## config.mk

```make
export PLATFORM = sky130hd
export DESIGN_NAME = lcg_gate
export DESIGN_NICKNAME = d
export VERILOG_FILES = /design/src/logic/lcg_pkg.sv /design/src/logic/lcg_gate.sv
export SDC_FILE = /design/constraint.sdc
export NUM_CORES = 1
export LEC_CHECK = 0
export BUFFER_PORTS_ARGS = -buffer_cell sky130_fd_sc_hd__buf_2
export CAP_MARGIN = 20
export CELL_PAD_IN_SITES_DETAIL_PLACEMENT = 1
export CELL_PAD_IN_SITES_GLOBAL_PLACEMENT = 1
export CORE_MARGIN = 3
export CORE_UTILIZATION = 43
export CTS_CLUSTER_DIAMETER = 120
export DETAILED_ROUTE_END_ITERATION = 8
export PLACE_DENSITY_LB_ADDON = 0.1
export SLEW_MARGIN = 5
export SYNTH_ARGS = -nofsm -noshare
export SYNTH_HDL_FRONTEND = slang
export SYNTH_SLANG_ARGS = --single-unit
```

## constraint.sdc

```tcl
create_clock -name clock -period 18.69 [get_ports clock]
set_input_delay 3.738 -clock clock [delete_from_list [all_inputs] [get_ports clock]]
set_output_delay 3.738 -clock clock [all_outputs]
set_load 0.1 [all_outputs]
```

## src/logic/lcg_pkg.sv

```systemverilog
package lcg_pkg;

	// ----------------------------------------
	// Register offsets (byte addresses)
	// ----------------------------------------
	localparam logic [7:0] LCG_STATUS_OFS = 8'h00;
	localparam logic [7:0] LCG_PORTDIR_OFS = 8'h04;
	localparam logic [7:0] LCG_SERIAL_OFS = 8'h08;
	localparam logic [7:0] LCG_OSCCAL_OFS = 8'h0C;
	localparam logic [7:0] LCG_PERIPH_OFS = 8'h10;
	localparam logic [7:0] LCG_WDT_OFS = 8'h14;
	localparam logic [7:0] LCG_RSTCAUSE_OFS = 8'h18;
	localparam logic [7:0] LCG_EXTINT_OFS = 8'h1C;

	// ----------------------------------------
	// Data space layout
	// ----------------------------------------
	localparam logic [15:0] LCG_IO_BASE = 16'h0020;
	localparam logic [15:0] LCG_EXT_IO_LO = 16'h0060;
	localparam logic [15:0] LCG_EXT_IO_HI = 16'h00FF;
	localparam logic [15:0] LCG_RAM_BASE_NORMAL = 16'h0100;
	localparam logic [15:0] LCG_RAM_BASE_LEGACY = 16'h0060;
	localparam logic [5:0] LCG_IO_LAST = 6'h3F;

	// ----------------------------------------
	// Vector counts, timer compares, FIFO depths
	// ----------------------------------------
	localparam logic [5:0] LCG_VEC_NORMAL = 6'h23;
	localparam logic [5:0] LCG_VEC_LEGACY = 6'h18;
	localparam logic [1:0] LCG_CMP_NORMAL = 2'h3;
	localparam logic [1:0] LCG_CMP_LEGACY = 2'h2;
	localparam logic [1:0] LCG_RXFIFO_NORMAL = 2'h2;
	localparam logic [1:0] LCG_RXFIFO_LEGACY = 2'h1;

	// ----------------------------------------
	// Reset values and timing
	// ----------------------------------------
	localparam logic LCG_FUSE_RESET = 1'b1;
	localparam logic [7:0] LCG_OSCCAL_RESET = 8'h80;
	localparam logic [2:0] LCG_WDT_TO_RESET = 3'h0;
	localparam int LCG_CLK_MHZ = 25;
	localparam int LCG_WDT_WIN_CYC = 4;
	localparam int LCG_FUSE_SETTLE_CYC = 2;

	// Reset cause bit positions
	localparam int LCG_RC_POR = 0;
	localparam int LCG_RC_EXT = 1;
	localparam int LCG_RC_BOD = 2;
	localparam int LCG_RC_WDT = 3;
	localparam int LCG_RC_JTAG = 4;

	typedef struct packed {
		logic valid;
		logic io_instr;
		logic [15:0] addr;
	} lcg_core_req_t;

	typedef struct packed {
		logic legacy_io;
		logic ext_io;
		logic ram;
		logic [15:0] data_addr;
	} lcg_map_t;

	typedef struct packed {
		logic ext_io_en;
		logic ext_vec_en;
		logic [5:0] vec_count;
		logic usart1_en;
		logic usart_sync_ok;
		logic [11:0] baud_div;
		logic timer3_en;
		logic [1:0] cmp_count;
		logic twi_en;
		logic [7:0] portc_dir;
		logic [7:0] portf_dir;
		logic [4:0] portg_gpio_en;
		logic boot_en;
		logic [7:0] osc_cal;
		logic [2:0] xmem_release;
		logic xmem_split_ws;
		logic [2:0] wdt_timeout;
		logic [7:0] ext_int_sense;
		logic [1:0] rx_fifo_depth;
		logic [15:0] ram_base;
	} lcg_gate_t;

endpackage : lcg_pkg

```

## src/logic/lcg_gate.sv

```systemverilog
// The implementer's own choices: the register addresses and register access over AHB-Lite.
`timescale 1ns/10ps
// Function
// - Normal mode: extended I/O at 0x60..0xFF
// - Extended I/O reached only by data access
// - Legacy I/O addresses identical in both modes
// - Legacy mode: no extended I/O, RAM moved
// - Legacy mode: extended vectors removed
// - Legacy mode: one async port, 8-bit divisor
// - Legacy mode: one 16-bit timer, two compares
// - Legacy mode: two-wire interface disabled
// - Legacy mode: port C output only
// - Legacy mode: port G alternate functions only
// - Legacy mode: port F input only
// - Legacy mode: boot loader disabled
// - Legacy mode: oscillator trim writes ignored
// - Legacy mode: no pin release, no split waits
// - Legacy mode: only external and power-on flags
// - Legacy mode: watchdog change needs no unlock
// - Legacy mode: interrupts 3..0 level only
// - Legacy mode: no receive FIFO
// - Fuse starts programmed, legacy mode
module lcg_gate (
	input wire logic clock,
	input wire logic sys_rst,
	input wire logic legacy_compat_fuse,
	input wire logic hsel,
	input wire logic [31:0] haddr,
	input wire logic [1:0] htrans,
	input wire logic hwrite,
	input wire logic [2:0] hsize,
	input wire logic [31:0] hwdata,
	input wire logic hready,
	output logic hreadyout,
	output logic hresp,
	output logic [31:0] hrdata,
	input wire lcg_pkg::lcg_core_req_t core_req,
	input wire logic [4:0] reset_src,
	output lcg_pkg::lcg_map_t core_map,
	output lcg_pkg::lcg_gate_t gate,
	output logic compat_mode
);
	import lcg_pkg::*;

	// ----------------------------------------
	// Fuse capture
	// ----------------------------------------

	logic fuse_s1_q;
	logic fuse_s2_q;
	logic [1:0] settle_q;
	logic mode_q;
	logic latched_q;

	// Two-stage synchroniser; the fuse pin is outside the clock domain
	always_ff @(posedge clock or posedge sys_rst) begin
		if (sys_rst) begin
			fuse_s1_q <= LCG_FUSE_RESET;
			fuse_s2_q <= LCG_FUSE_RESET;
		end else begin
			fuse_s1_q <= legacy_compat_fuse;
			fuse_s2_q <= fuse_s1_q;
		end
	end

	// Wait for the synchroniser to fill, then take the fuse once
	always_ff @(posedge clock or posedge sys_rst) begin
		if (sys_rst) begin
			settle_q <= 2'h0;
			latched_q <= 1'b0;
			mode_q <= LCG_FUSE_RESET;
		end else if (!latched_q) begin
			if (settle_q == 2'(LCG_FUSE_SETTLE_CYC)) begin
				mode_q <= fuse_s2_q;
				latched_q <= 1'b1;
			end else begin
				settle_q <= settle_q + 2'h1;
			end
		end
	end

	// Later fuse changes are ignored until the next reset
	assign compat_mode = mode_q;

	// ----------------------------------------
	// Bus slave
	// ----------------------------------------

	logic wr_pend_q;
	logic rd_pend_q;
	logic [7:0] addr_q;
	logic ready_q;
	logic resp_q;
	logic [31:0] rdata_q;
	logic take;
	logic wr_now;

	assign take = hsel && htrans[1] && hready;
	assign wr_now = wr_pend_q;

	// Address phase capture; reads cost one wait state so the
	// read mux always sees a committed write from just before
	always_ff @(posedge clock or posedge sys_rst) begin
		if (sys_rst) begin
			wr_pend_q <= 1'b0;
			rd_pend_q <= 1'b0;
			addr_q <= 8'h00;
			ready_q <= 1'b1;
		end else begin
			wr_pend_q <= take && hwrite;
			rd_pend_q <= take && !hwrite;
			ready_q <= !(take && !hwrite);
			if (take) begin
				addr_q <= haddr[7:0];
			end
		end
	end

	// Always OKAY, even for unmapped offsets
	always_ff @(posedge clock or posedge sys_rst) begin
		if (sys_rst) begin
			resp_q <= 1'b0;
		end else begin
			resp_q <= 1'b0;
		end
	end

	assign hreadyout = ready_q;
	assign hresp = resp_q;
	assign hrdata = rdata_q;

	function automatic logic hit(input logic [7:0] a, input logic [7:0] ofs);
		hit = (a[7:2] == ofs[7:2]);
	endfunction : hit

	// ----------------------------------------
	// Software settings
	// ----------------------------------------

	logic [7:0] portc_sw_q;
	logic [7:0] portf_sw_q;
	logic [4:0] portg_sw_q;
	logic [11:0] baud_q;
	logic sync_sw_q;
	logic usart1_sw_q;
	logic [7:0] osc_cal_q;
	logic [2:0] xrel_sw_q;
	logic split_sw_q;
	logic boot_sw_q;
	logic twi_sw_q;
	logic t3_sw_q;
	logic [7:0] eint_sw_q;

	// Port direction and peripheral enable words
	always_ff @(posedge clock or posedge sys_rst) begin
		if (sys_rst) begin
			portc_sw_q <= 8'h00;
			portf_sw_q <= 8'h00;
			portg_sw_q <= 5'h00;
			xrel_sw_q <= 3'h0;
			split_sw_q <= 1'b0;
			boot_sw_q <= 1'b0;
			twi_sw_q <= 1'b0;
			t3_sw_q <= 1'b0;
			eint_sw_q <= 8'h00;
		end else if (wr_now) begin
			if (hit(addr_q, LCG_PORTDIR_OFS)) begin
				portc_sw_q <= hwdata[7:0];
				portf_sw_q <= hwdata[15:8];
				portg_sw_q <= hwdata[20:16];
			end
			if (hit(addr_q, LCG_PERIPH_OFS)) begin
				xrel_sw_q <= hwdata[2:0];
				split_sw_q <= hwdata[3];
				boot_sw_q <= hwdata[4];
				twi_sw_q <= hwdata[5];
				t3_sw_q <= hwdata[6];
			end
			if (hit(addr_q, LCG_EXTINT_OFS)) begin
				eint_sw_q <= hwdata[7:0];
			end
		end
	end

	// Serial divisor: upper bits never take a write in legacy mode
	always_ff @(posedge clock or posedge sys_rst) begin
		if (sys_rst) begin
			baud_q <= 12'h000;
			sync_sw_q <= 1'b0;
			usart1_sw_q <= 1'b0;
		end else if (wr_now && hit(addr_q, LCG_SERIAL_OFS)) begin
			baud_q[7:0] <= hwdata[7:0];
			baud_q[11:8] <= mode_q ? 4'h0 : hwdata[11:8];
			sync_sw_q <= hwdata[12];
			usart1_sw_q <= hwdata[13];
		end
	end

	// Oscillator trim holds its reset value in legacy mode
	always_ff @(posedge clock or posedge sys_rst) begin
		if (sys_rst) begin
			osc_cal_q <= LCG_OSCCAL_RESET;
		end else if (wr_now && hit(addr_q, LCG_OSCCAL_OFS) && !mode_q) begin
			osc_cal_q <= hwdata[7:0];
		end
	end

	// ----------------------------------------
	// Watchdog timeout change
	// ----------------------------------------

	logic [2:0] wdt_to_q;
	logic [2:0] win_q;
	logic wdt_wr;
	logic unlock_wr;

	// Unlock is bit 4 and bit 3 written together
	assign wdt_wr = wr_now && hit(addr_q, LCG_WDT_OFS);
	assign unlock_wr = wdt_wr && hwdata[4] && hwdata[3];

	// Normal mode: a timeout write lands only inside the window that
	// an unlock write opens; legacy mode takes any write
	always_ff @(posedge clock or posedge sys_rst) begin
		if (sys_rst) begin
			wdt_to_q <= LCG_WDT_TO_RESET;
			win_q <= 3'h0;
		end else begin
			if (unlock_wr && !mode_q) begin
				win_q <= 3'(LCG_WDT_WIN_CYC);
			end else if (win_q != 3'h0) begin
				win_q <= win_q - 3'h1;
			end
			if (wdt_wr && mode_q) begin
				wdt_to_q <= hwdata[2:0];
			end else if (wdt_wr && !unlock_wr && win_q != 3'h0) begin
				wdt_to_q <= hwdata[2:0];
				win_q <= 3'h0;
			end
		end
	end

	// ----------------------------------------
	// Reset cause flags
	// ----------------------------------------

	logic [4:0] rc_q;
	logic [4:0] rc_mask;
	logic [4:0] rc_clr;
	logic [4:0] rc_legacy;

	// Surviving flags placed by their package bit positions
	always_comb begin
		rc_legacy = 5'h00;
		rc_legacy[LCG_RC_POR] = 1'b1;
		rc_legacy[LCG_RC_EXT] = 1'b1;
	end

	// Legacy mode keeps only the external and power-on sources
	assign rc_mask = mode_q ? rc_legacy : 5'h1F;
	assign rc_clr = (wr_now && hit(addr_q, LCG_RSTCAUSE_OFS)) ? hwdata[4:0] : 5'h00;

	// Write one to clear; a new event wins over the clear
	always_ff @(posedge clock or posedge sys_rst) begin
		if (sys_rst) begin
			rc_q <= 5'h00;
		end else begin
			rc_q <= ((rc_q & ~rc_clr) | reset_src) & rc_mask;
		end
	end

	// ----------------------------------------
	// Read mux
	// ----------------------------------------

	// Unused bits read as zero
	always_ff @(posedge clock or posedge sys_rst) begin
		if (sys_rst) begin
			rdata_q <= 32'h00000000;
		end else if (rd_pend_q) begin
			if (hit(addr_q, LCG_STATUS_OFS)) begin
				rdata_q <= {16'h0000, 2'h0, gate.vec_count, 6'h00, latched_q, mode_q};
			end else if (hit(addr_q, LCG_PORTDIR_OFS)) begin
				rdata_q <= {11'h000, portg_sw_q, portf_sw_q, portc_sw_q};
			end else if (hit(addr_q, LCG_SERIAL_OFS)) begin
				rdata_q <= {18'h00000, usart1_sw_q, sync_sw_q, baud_q};
			end else if (hit(addr_q, LCG_OSCCAL_OFS)) begin
				rdata_q <= {24'h000000, osc_cal_q};
			end else if (hit(addr_q, LCG_PERIPH_OFS)) begin
				rdata_q <= {25'h0000000, t3_sw_q, twi_sw_q, boot_sw_q, split_sw_q, xrel_sw_q};
			end else if (hit(addr_q, LCG_WDT_OFS)) begin
				rdata_q <= {29'h00000000, wdt_to_q};
			end else if (hit(addr_q, LCG_RSTCAUSE_OFS)) begin
				rdata_q <= {27'h0000000, rc_q};
			end else if (hit(addr_q, LCG_EXTINT_OFS)) begin
				rdata_q <= {24'h000000, eint_sw_q};
			end else begin
				rdata_q <= 32'h00000000;
			end
		end
	end

	// ----------------------------------------
	// Gated controls to the peripherals
	// ----------------------------------------

	// Registered so every control toggles cleanly one edge after
	// the mode or the setting changes
	always_ff @(posedge clock or posedge sys_rst) begin
		if (sys_rst) begin
			gate <= '0;
		end else begin
			gate.ext_io_en <= !mode_q;
			gate.ext_vec_en <= !mode_q;
			gate.vec_count <= mode_q ? LCG_VEC_LEGACY : LCG_VEC_NORMAL;
			gate.usart1_en <= usart1_sw_q && !mode_q;
			gate.usart_sync_ok <= sync_sw_q && !mode_q;
			gate.baud_div <= mode_q ? {4'h0, baud_q[7:0]} : baud_q;
			gate.timer3_en <= t3_sw_q && !mode_q;
			gate.cmp_count <= mode_q ? LCG_CMP_LEGACY : LCG_CMP_NORMAL;
			gate.twi_en <= twi_sw_q && !mode_q;
			gate.portc_dir <= mode_q ? 8'hFF : portc_sw_q;
			gate.portf_dir <= mode_q ? 8'h00 : portf_sw_q;
			gate.portg_gpio_en <= mode_q ? 5'h00 : portg_sw_q;
			gate.boot_en <= boot_sw_q && !mode_q;
			gate.osc_cal <= osc_cal_q;
			gate.xmem_release <= mode_q ? 3'h0 : xrel_sw_q;
			gate.xmem_split_ws <= split_sw_q && !mode_q;
			gate.wdt_timeout <= wdt_to_q;
			gate.ext_int_sense <= mode_q ? 8'h00 : eint_sw_q;
			gate.rx_fifo_depth <= mode_q ? LCG_RXFIFO_LEGACY : LCG_RXFIFO_NORMAL;
			gate.ram_base <= mode_q ? LCG_RAM_BASE_LEGACY : LCG_RAM_BASE_NORMAL;
		end
	end

	// ----------------------------------------
	// Core access decode
	// ----------------------------------------

	function automatic lcg_map_t classify(input lcg_core_req_t r, input logic legacy);
		lcg_map_t m;
		m = '0;
		if (r.io_instr) begin
			// Short I/O opcodes only ever reach the first 64 slots
			m.legacy_io = (r.addr[15:6] == 10'h000);
			m.data_addr = LCG_IO_BASE + {10'h000, r.addr[5:0]};
		end else begin
			m.data_addr = r.addr;
			if (r.addr >= LCG_IO_BASE && r.addr < LCG_EXT_IO_LO) begin
				m.legacy_io = 1'b1;
			end else if (r.addr >= LCG_EXT_IO_LO && r.addr <= LCG_EXT_IO_HI && !legacy) begin
				m.ext_io = 1'b1;
			end else if (r.addr >= (legacy ? LCG_RAM_BASE_LEGACY : LCG_RAM_BASE_NORMAL)) begin
				m.ram = 1'b1;
			end
		end
		classify = m;
	endfunction : classify

	// Decode registered; idle cycles present an empty map
	always_ff @(posedge clock or posedge sys_rst) begin
		if (sys_rst) begin
			core_map <= '0;
		end else if (core_req.valid) begin
			core_map <= classify(core_req, mode_q);
		end else begin
			core_map <= '0;
		end
	end

	// Software is expected to write zero to unused bits; the upper
	// bits of each register are simply not stored, so they read zero

endmodule : lcg_gate

```

==> flow_metrics.py, run 1 <==
metrics = {
    "route": {
        "vias_per_cell": 5.11,
        "drtAntennaViolNets": 0,
        "firstDrtPassIters": 4,
        "vias": 4944,
        "routed_wl_microns": 19200,
        "avgRoutedWirePerCell_microns": 19.8,
        "drtIter0Drc": 201,
        "drc_errors": 0,
    },
    "pwr": {
        "p_clk_share_pct": 35.8,
        "switching_power_uw": 373,
        "power_density_nw_per_um2": 121,
        "comb_power_share_pct": 22.5,
        "p_int_uw": 739,
        "sequentialPowerShare_pct": 41.7,
        "p_leak_nw": 4.63,
        "ir_drop_mv": 0.0646,
        "sw_frac_of_total_pct": 33.5,
    },
    "hold_path": {
        "hp-class": "flop to flop",
    },
    "timing": {
        "final-hold-violation-count": 0,
        "clock_skew_ns": 0.00733,
        "clock.fmax_mhz": 193,
        "rsz0062_at_grt": "no",
        "worstMarginPinSlew_ns": 0.904,
        "period_share_pct": 27.7,
        "fin_ws_ns": 13.51,
        "finalSetupViolCount": 0,
        "slew_violations": 0,
        "max_slew_margin_pct": 39.2,
        "whs_ns": 0.362,
        "fin_setup_tns_ns": 0,
        "fin_crit_ns": 5.18,
    },
    "layout": {
        "final_area_sq_um": 9160,
        "n_antenna_cell": 0,
        "final_cells": 967,
        "nFillCells": 1807,
        "multi_input_area_sq_um": 2490,
        "drive_above_1_share_pct": 42.0,
        "area_delta_synth_final_pct": 20.8,
        "seq_area_sq_um": 4710,
        "nNetsFinal": 840,
    },
    "die": {
        "die_w_microns": 139,
        "ioPinCount": 241,
        "start_util_pct": 44.8,
        "floorplan.die_area_sq_um": 19300,
        "fp.dieH_microns": 139,
        "core_area_sq_um": 16900,
        "rows": 47,
    },
    "place": {
        "gp_congestion": 0.748,
        "io_buffers": 173,
        "dp_slack_ns": 13.15,
        "place_inst": 935,
        "hpwl_microns": 13100,
        "placed_area_sq_um": 8480,
    },
    "synth": {
        "syn_area_sq_um": 7580,
        "synthArstFlopShare_pct": 100,
        "ys_warn_count": 0,
        "synth_area_leaders": "dfrtp_1 60%, mux2_2 11%, buf_4 3.8%, nor2b_1 3.7%, dfstp_2 1.7%",
        "synth_top_area_share_pct": 60.4,
        "ys_ff_latch": 188,
        "seq_area_frac_synth_pct": 62.1,
        "yosysMostFrequentCell": "dfrtp_1",
        "synth_edf_count": 0,
        "ys.flop_type": "dfrtp_1",
        "postSynthCellCount": 575,
        "yosysTopAreaCell": "dfrtp_1",
        "yosys-top-cells-count": "183 x dfrtp_1, 72 x mux2_2, 45 x nor2b_1, 38 x buf_4, 21 x inv_1",
        "postSynthAreaPerCell_sq_um": 13.2,
        "ys_types": 54,
    },
    "setup_path": {
        "crit_fanout": 9,
        "worstSetupStartpointType": "flop",
        "max_stage_delay_ns": 0.52,
        "critPathBufInv": 1,
        "slowest_stage": "dfrtp_1",
        "crit_path_end_kind": "output port",
        "cp.required_ns": 14.95,
        "crit_type": "flop to output port",
        "cp_cell_sequence": "buf_2",
        "cp.arrival_ns": 1.44,
        "cp_top_family": "flip-flops",
    },
    "clocking": {
        "cts-hold-fix-buffers": 0,
        "clk_path_buf_depth": 2,
        "cts_tree": "yes",
        "insertion_delay_ns": 0.43,
        "clk_pin_slew_ns": 0.06,
        "cts.sinks": 188,
        "cts.repair.resized": 0,
        "root_buffer": "clkbuf_16",
        "post_cts_buffers": 0,
        "cts_buffers": 17,
        "htreeDepth": 4,
    },
    "grt": {
        "grt.overflow.total": 0,
        "antenna_found_initial": 0,
        "track_usage_pct": 20.4,
        "grt_max_degree": 107,
        "grt_pass1_wl_microns": 31000,
        "first_global_vias": 5572,
    },
    "run_status": {
        "status": "complete, no violations",
    },
    "job": {
        "cap_viol_max_count": 0,
    },
}
## through the flow
step / util, % / power, mW
final: 54.1 / 1.11
after floorplan: - / 0.675
after detailed placement: 50.1 / 0.721
after global placement: 50.1 / 0.715
after CTS: 54.0 / 1.12
after global routing: 54.1 / 1.16
## cells in the final DEF (no fill, tap or decap), types with 12 or more instances in the layout
cell / count
conb_1: 27
a21oi_1: 16
nand2b_1: 12
nor2b_1: 45
nor2_1: 12
and2_1: 15
o21ai_0: 12
dfrtp_1: 183
clkbuf_16: 17
buf_2: 173
nand2_1: 13
mux2_2: 72
inv_1: 20
## state kept, by name, indices dropped and copies added, names as in the netlist, 2 cells and up
name,cells
settle_q,2
baud_q,12
core_map,19
wdt_to_q,3
hrdata,21
addr_q,6
gate,64
portg_sw_q,5
portf_sw_q,8
eint_sw_q,8
xrel_sw_q,3
osc_cal_q,8
portc_sw_q,8
rc_q,5
win_q,3
## metal layers
metal / share of wire [%] / track usage (%)
met3: 4.8 / 4.93
met5: 0 / 0
met2: 51 / 35.1
met4: 1.4 / 6.33
met1: 43 / 25.7
## power by group through the flow
stage	registers, mW	clock network [mW]	logic (mW)
2_1_floorplan	0.565	0	0.109
3_3_place_gp	0.469	0	0.247
3_5_place_dp	0.470	0	0.251
4_1_cts	0.464	0.406	0.252
5_1_grt	0.468	0.425	0.265
6_report	0.463	0.398	0.250
## kinds of logic after synthesis
family,synth area share [%]
other cells,0.0991
fa+ha+maj,1.16
mux,11.7
buf+inv,6.37
simple gates,11.0
compound gates,7.01
flops,62.1
xor+xnor,0.462
## cell type report
cell class,instances,share of cell area [%]
clock buffer,21,5.14
clock inverter,10,2.05
inverter,21,0.942
multi-input combinational,326,27.2
sequential,188,51.4
tap,220,3.01
timing repair buffer,181,10.2
## path summary, 6_finish.rpt
check | endpoint | cells after the start | slack (ns) | startpoint
hold reg to reg | fuse_s2_q$_DFF_PP1_ | 0 | 0.36 | fuse_s1_q$_DFF_PP1_
setup reg to reg | core_map[16]$_DFF_PP0_ | 7 | 16.14 | compat_mode$_DFFE_PP1P_
min in group asynchronous | hrdata[14]$_DFFE_PP0P_ | 2 | 3.44 | sys_rst
setup / recovery | gate[86] | 1 | 13.51 | gate[64]$_DFF_PP0_
hold / removal | fuse_s2_q$_DFF_PP1_ | 0 | 0.36 | fuse_s1_q$_DFF_PP1_
max in group asynchronous | baud_q[3]$_DFFE_PP0P_ | 4 | 13.97 | sys_rst
## worst reg2reg max path, delay by kind of cell (launching register included)
family	cells	cell delay [ns]
buffers and inverters	2	0.80
flip-flops	1	0.53
AO/OA/AOI/OAI	2	0.41
AND/OR/NAND/NOR	2	0.37
adder cells (fa/ha/maj)	1	0.36
No activity file was read; power rests on OpenSTA's default activity.
==> run 2: changes to the inputs <==
--- a/config.mk
+++ b/config.mk
@@ -5,12 +5,13 @@
 export SDC_FILE = /design/constraint.sdc
 export NUM_CORES = 1
 export LEC_CHECK = 0
+export ABC_AREA = 1
 export BUFFER_PORTS_ARGS = -buffer_cell sky130_fd_sc_hd__buf_2
 export CAP_MARGIN = 20
 export CELL_PAD_IN_SITES_DETAIL_PLACEMENT = 1
 export CELL_PAD_IN_SITES_GLOBAL_PLACEMENT = 1
 export CORE_MARGIN = 3
-export CORE_UTILIZATION = 43
+export CORE_UTILIZATION = 38
 export CTS_CLUSTER_DIAMETER = 120
 export DETAILED_ROUTE_END_ITERATION = 8
 export PLACE_DENSITY_LB_ADDON = 0.1
==> constraint.sdc (replaced) <==
create_clock -name clock -period 5.35 [get_ports clock]
set_input_delay 1.07 -clock clock [delete_from_list [all_inputs] [get_ports clock]]
set_output_delay 1.07 -clock clock [all_outputs]
set_load 0.1 [all_outputs]
==> flow_metrics.py, run 2 <==
metrics = {
    "die": {
        "start_util_pct": 39.2,
        "rows": 51,
        "die_w_microns": 149,
        "core_area_sq_um": 19700,
        "floorplan.die_area_sq_um": 22100,
        "ioPinCount": 241,
        "fp.dieH_microns": 149,
    },
    "synth": {
        "synthAdderAreaFrac_pct": 1.13,
        "ys_types": 39,
        "synth_top_family_by_area": "simple AND/OR/NAND/NOR gates",
        "yosysMostFrequentCell": "dfrtp_1",
        "synth_edf_count": 0,
        "ys_ff_latch": 188,
        "synthSimpleGateAreaFrac_pct": 17.3,
        "ys_warn_count": 0,
        "postSynthAreaPerCell_sq_um": 9.93,
        "yosys-top-cells-count": "183 x dfrtp_1, 134 x nand2_1, 100 x inv_1, 94 x nor2_1, 39 x a21oi_1",
        "postSynthCellCount": 779,
        "syn_area_sq_um": 7730,
        "synth_compound_area_share_pct": 9.61,
        "synth-xor-area-share_pct": 0.113,
        "seq_area_frac_synth_pct": 60.9,
        "ys.flop_type": "dfrtp_1",
        "synth_top_area_share_pct": 59.2,
        "muxShareOfSynthArea_pct": 0,
        "synth_area_leaders": "dfrtp_1 59%, nand2_1 6.5%, inv_1 4.9%, nor2_1 4.6%, buf_4 3.7%",
        "synthArstFlopShare_pct": 100,
        "yosysTopAreaCell": "dfrtp_1",
    },
    "layout": {
        "multi_input_area_sq_um": 2280,
        "largest-register": "gate",
        "seq_area_sq_um": 4710,
        "drive_above_1_share_pct": 29.5,
        "area_delta_synth_final_pct": 20.0,
        "final_cell_mix": "183 x dfrtp_1, 173 x buf_2, 134 x nand2_1",
        "n_antenna_cell": 0,
        "largest_reg_flops": 64,
        "final_area_sq_um": 9290,
        "final_common_cell": "dfrtp_1",
        "nNetsFinal": 1046,
        "nFillCells": 2293,
    },
    "clocking": {
        "root_buffer": "clkbuf_16",
        "clk_path_buf_depth": 2,
        "htreeDepth": 4,
        "cts-hold-fix-buffers": 0,
        "clk_pin_slew_ns": 0.07,
        "insertion_delay_ns": 0.43,
        "cts_buffers": 17,
        "post_cts_buffers": 0,
        "cts_tree": "yes",
        "cts.sinks": 188,
        "cts.repair.resized": 0,
    },
    "setup_path": {
        "cp_cell_sequence": "buf_2",
        "max_stage_delay_ns": 0.68,
        "critPathBufInv": 1,
        "critPathLaunch": "compat_mode$_DFFE_PP1P_",
        "worstSetupStartpointType": "flop",
        "r2r-start": "compat_mode$_DFFE_PP1P_",
        "rr_endpoint": "core_map[16]$_DFF_PP0_",
        "cp.required_ns": 4.28,
        "slowest_stage": "dfstp_2",
        "cp_top_family": "flip-flops",
        "cp.arrival_ns": 1.58,
        "crit_fanout": 9,
        "rrSetupSlack_ns": 3.22,
        "crit_path_end_kind": "output port",
        "crit_type": "flop to output port",
        "reg2regPathDepth": 8,
    },
    "grt": {
        "grt_pass1_wl_microns": 31100,
        "grt.overflow.total": 0,
        "grt_max_degree": 86,
        "track_usage_pct": 17.9,
        "antenna_found_initial": 0,
        "first_global_vias": 5811,
    },
    "route": {
        "avgRoutedWirePerCell_microns": 15.6,
        "drtAntennaViolNets": 0,
        "vias": 5560,
        "routed_wl_microns": 19000,
        "firstDrtPassIters": 4,
        "drtIter0Drc": 219,
        "vias_per_cell": 4.56,
        "drc_errors": 0,
    },
    "place": {
        "dp_slack_ns": 3.07,
        "io_buffers": 173,
        "placed_area_sq_um": 8660,
        "hpwl_microns": 14000,
        "gp_congestion": 0.784,
    },
    "timing": {
        "slew_violations": 0,
        "whs_ns": 0.358,
        "final-hold-violation-count": 0,
        "fin_setup_tns_ns": 0,
        "max_slew_margin_pct": 41.5,
        "finalSetupViolCount": 0,
        "clock.fmax_mhz": 377,
        "rsz0062_at_grt": "no",
        "worstMarginPinSlew_ns": 0.877,
        "fin_ws_ns": 2.70,
        "clock_skew_ns": 0.0101,
        "period_share_pct": 49.5,
        "fin_crit_ns": 2.65,
    },
    "run_status": {
        "status": "complete, no violations",
    },
    "pwr": {
        "p_total_mw": 3.52,
        "power_density_nw_per_um2": 379,
        "p_leak_nw": 5.00,
        "ir_drop_mv": 0.196,
    },
    "hold_path": {
        "worstHoldStart": "fuse_s1_q$_DFF_PP1_",
        "holdPathEnd": "fuse_s2_q$_DFF_PP1_",
        "hp-class": "flop to flop",
        "min_path_cells": 0,
    },
    "job": {
        "cap_viol_max_count": 0,
    },
}
==> run 2: cell types whose count changed in the layout (fill, tap and decap cells not counted), sizes merged, moves of 23 or more <==
cell / previous run / this run
nand2: 13 / 143
inv: 21 / 114
nor2: 13 / 101
mux2: 72 / 0
o21ai: 12 / 69
nor2b: 45 / 0
nand3: 4 / 30
a21oi: 16 / 39
==> run 2: area by class of cell <==
class	instances	share of cell area [%]
Clock buffer	17	4.58
Timing Repair Buffer	177	9.78
Sequential cell	188	50.7
Multi-Input combinational cell	446	24.6
Clock inverter	15	2.18
Inverter	111	4.60
Tap cell	265	3.57
==> run 2: through the flow <==
stage / cells / util, %
5_1_grt: 1219 / 47.1
4_1_cts: 1219 / 47.1
3_3_place_gp: 1187 / 43.9
3_5_place_dp: 1187 / 43.9
6_report: 1219 / 47.1
2_1_floorplan: 804 / -
==> run 2: cell families after synthesis <==
| family | Yosys count |
|---|---|
| DFF | 188 |
| buffers and inverters | 170 |
| AOI/OAI and AO/OA | 120 |
| adders and majority gates | 7 |
| other | 2 |
| xor gates and xnor gates | 1 |
| and+or+nand+nor | 291 |
==> run 2: power breakdown <==
| group | switching, mW | internal [mW] |
|---|---|---|
| sequential | 0.0382 | 1.49 |
| clock | 0.589 | 0.756 |
| combinational | 0.545 | 0.0993 |
| total | 1.17 | 2.35 |
==> run 2: worst max path at each step <==
| stage | endpoint | slack [ns] | cells after the start |
|---|---|---|---|
| after detailed placement | core_map[17]$_DFF_PP0_ | 3.07 | 8 |
| after global routing | compat_mode | 2.64 | 1 |
| after CTS | compat_mode | 2.67 | 1 |
| after global placement | core_map[17]$_DFF_PP0_ | 3.07 | 8 |
| final | compat_mode | 2.70 | 1 |
| after floorplan | addr_q[2]$_DFFE_PP0P_ | 1.86 | 1 |
==> run 2: per-layer routing <==
layer  up-vias  wire, microns  track usage (%)
met5         -              0                0
met4         0            198             4.71
met3        16            849             3.47
met2       122           9240             29.3
met1      2723           8750             24.5
li1       2699              -                -
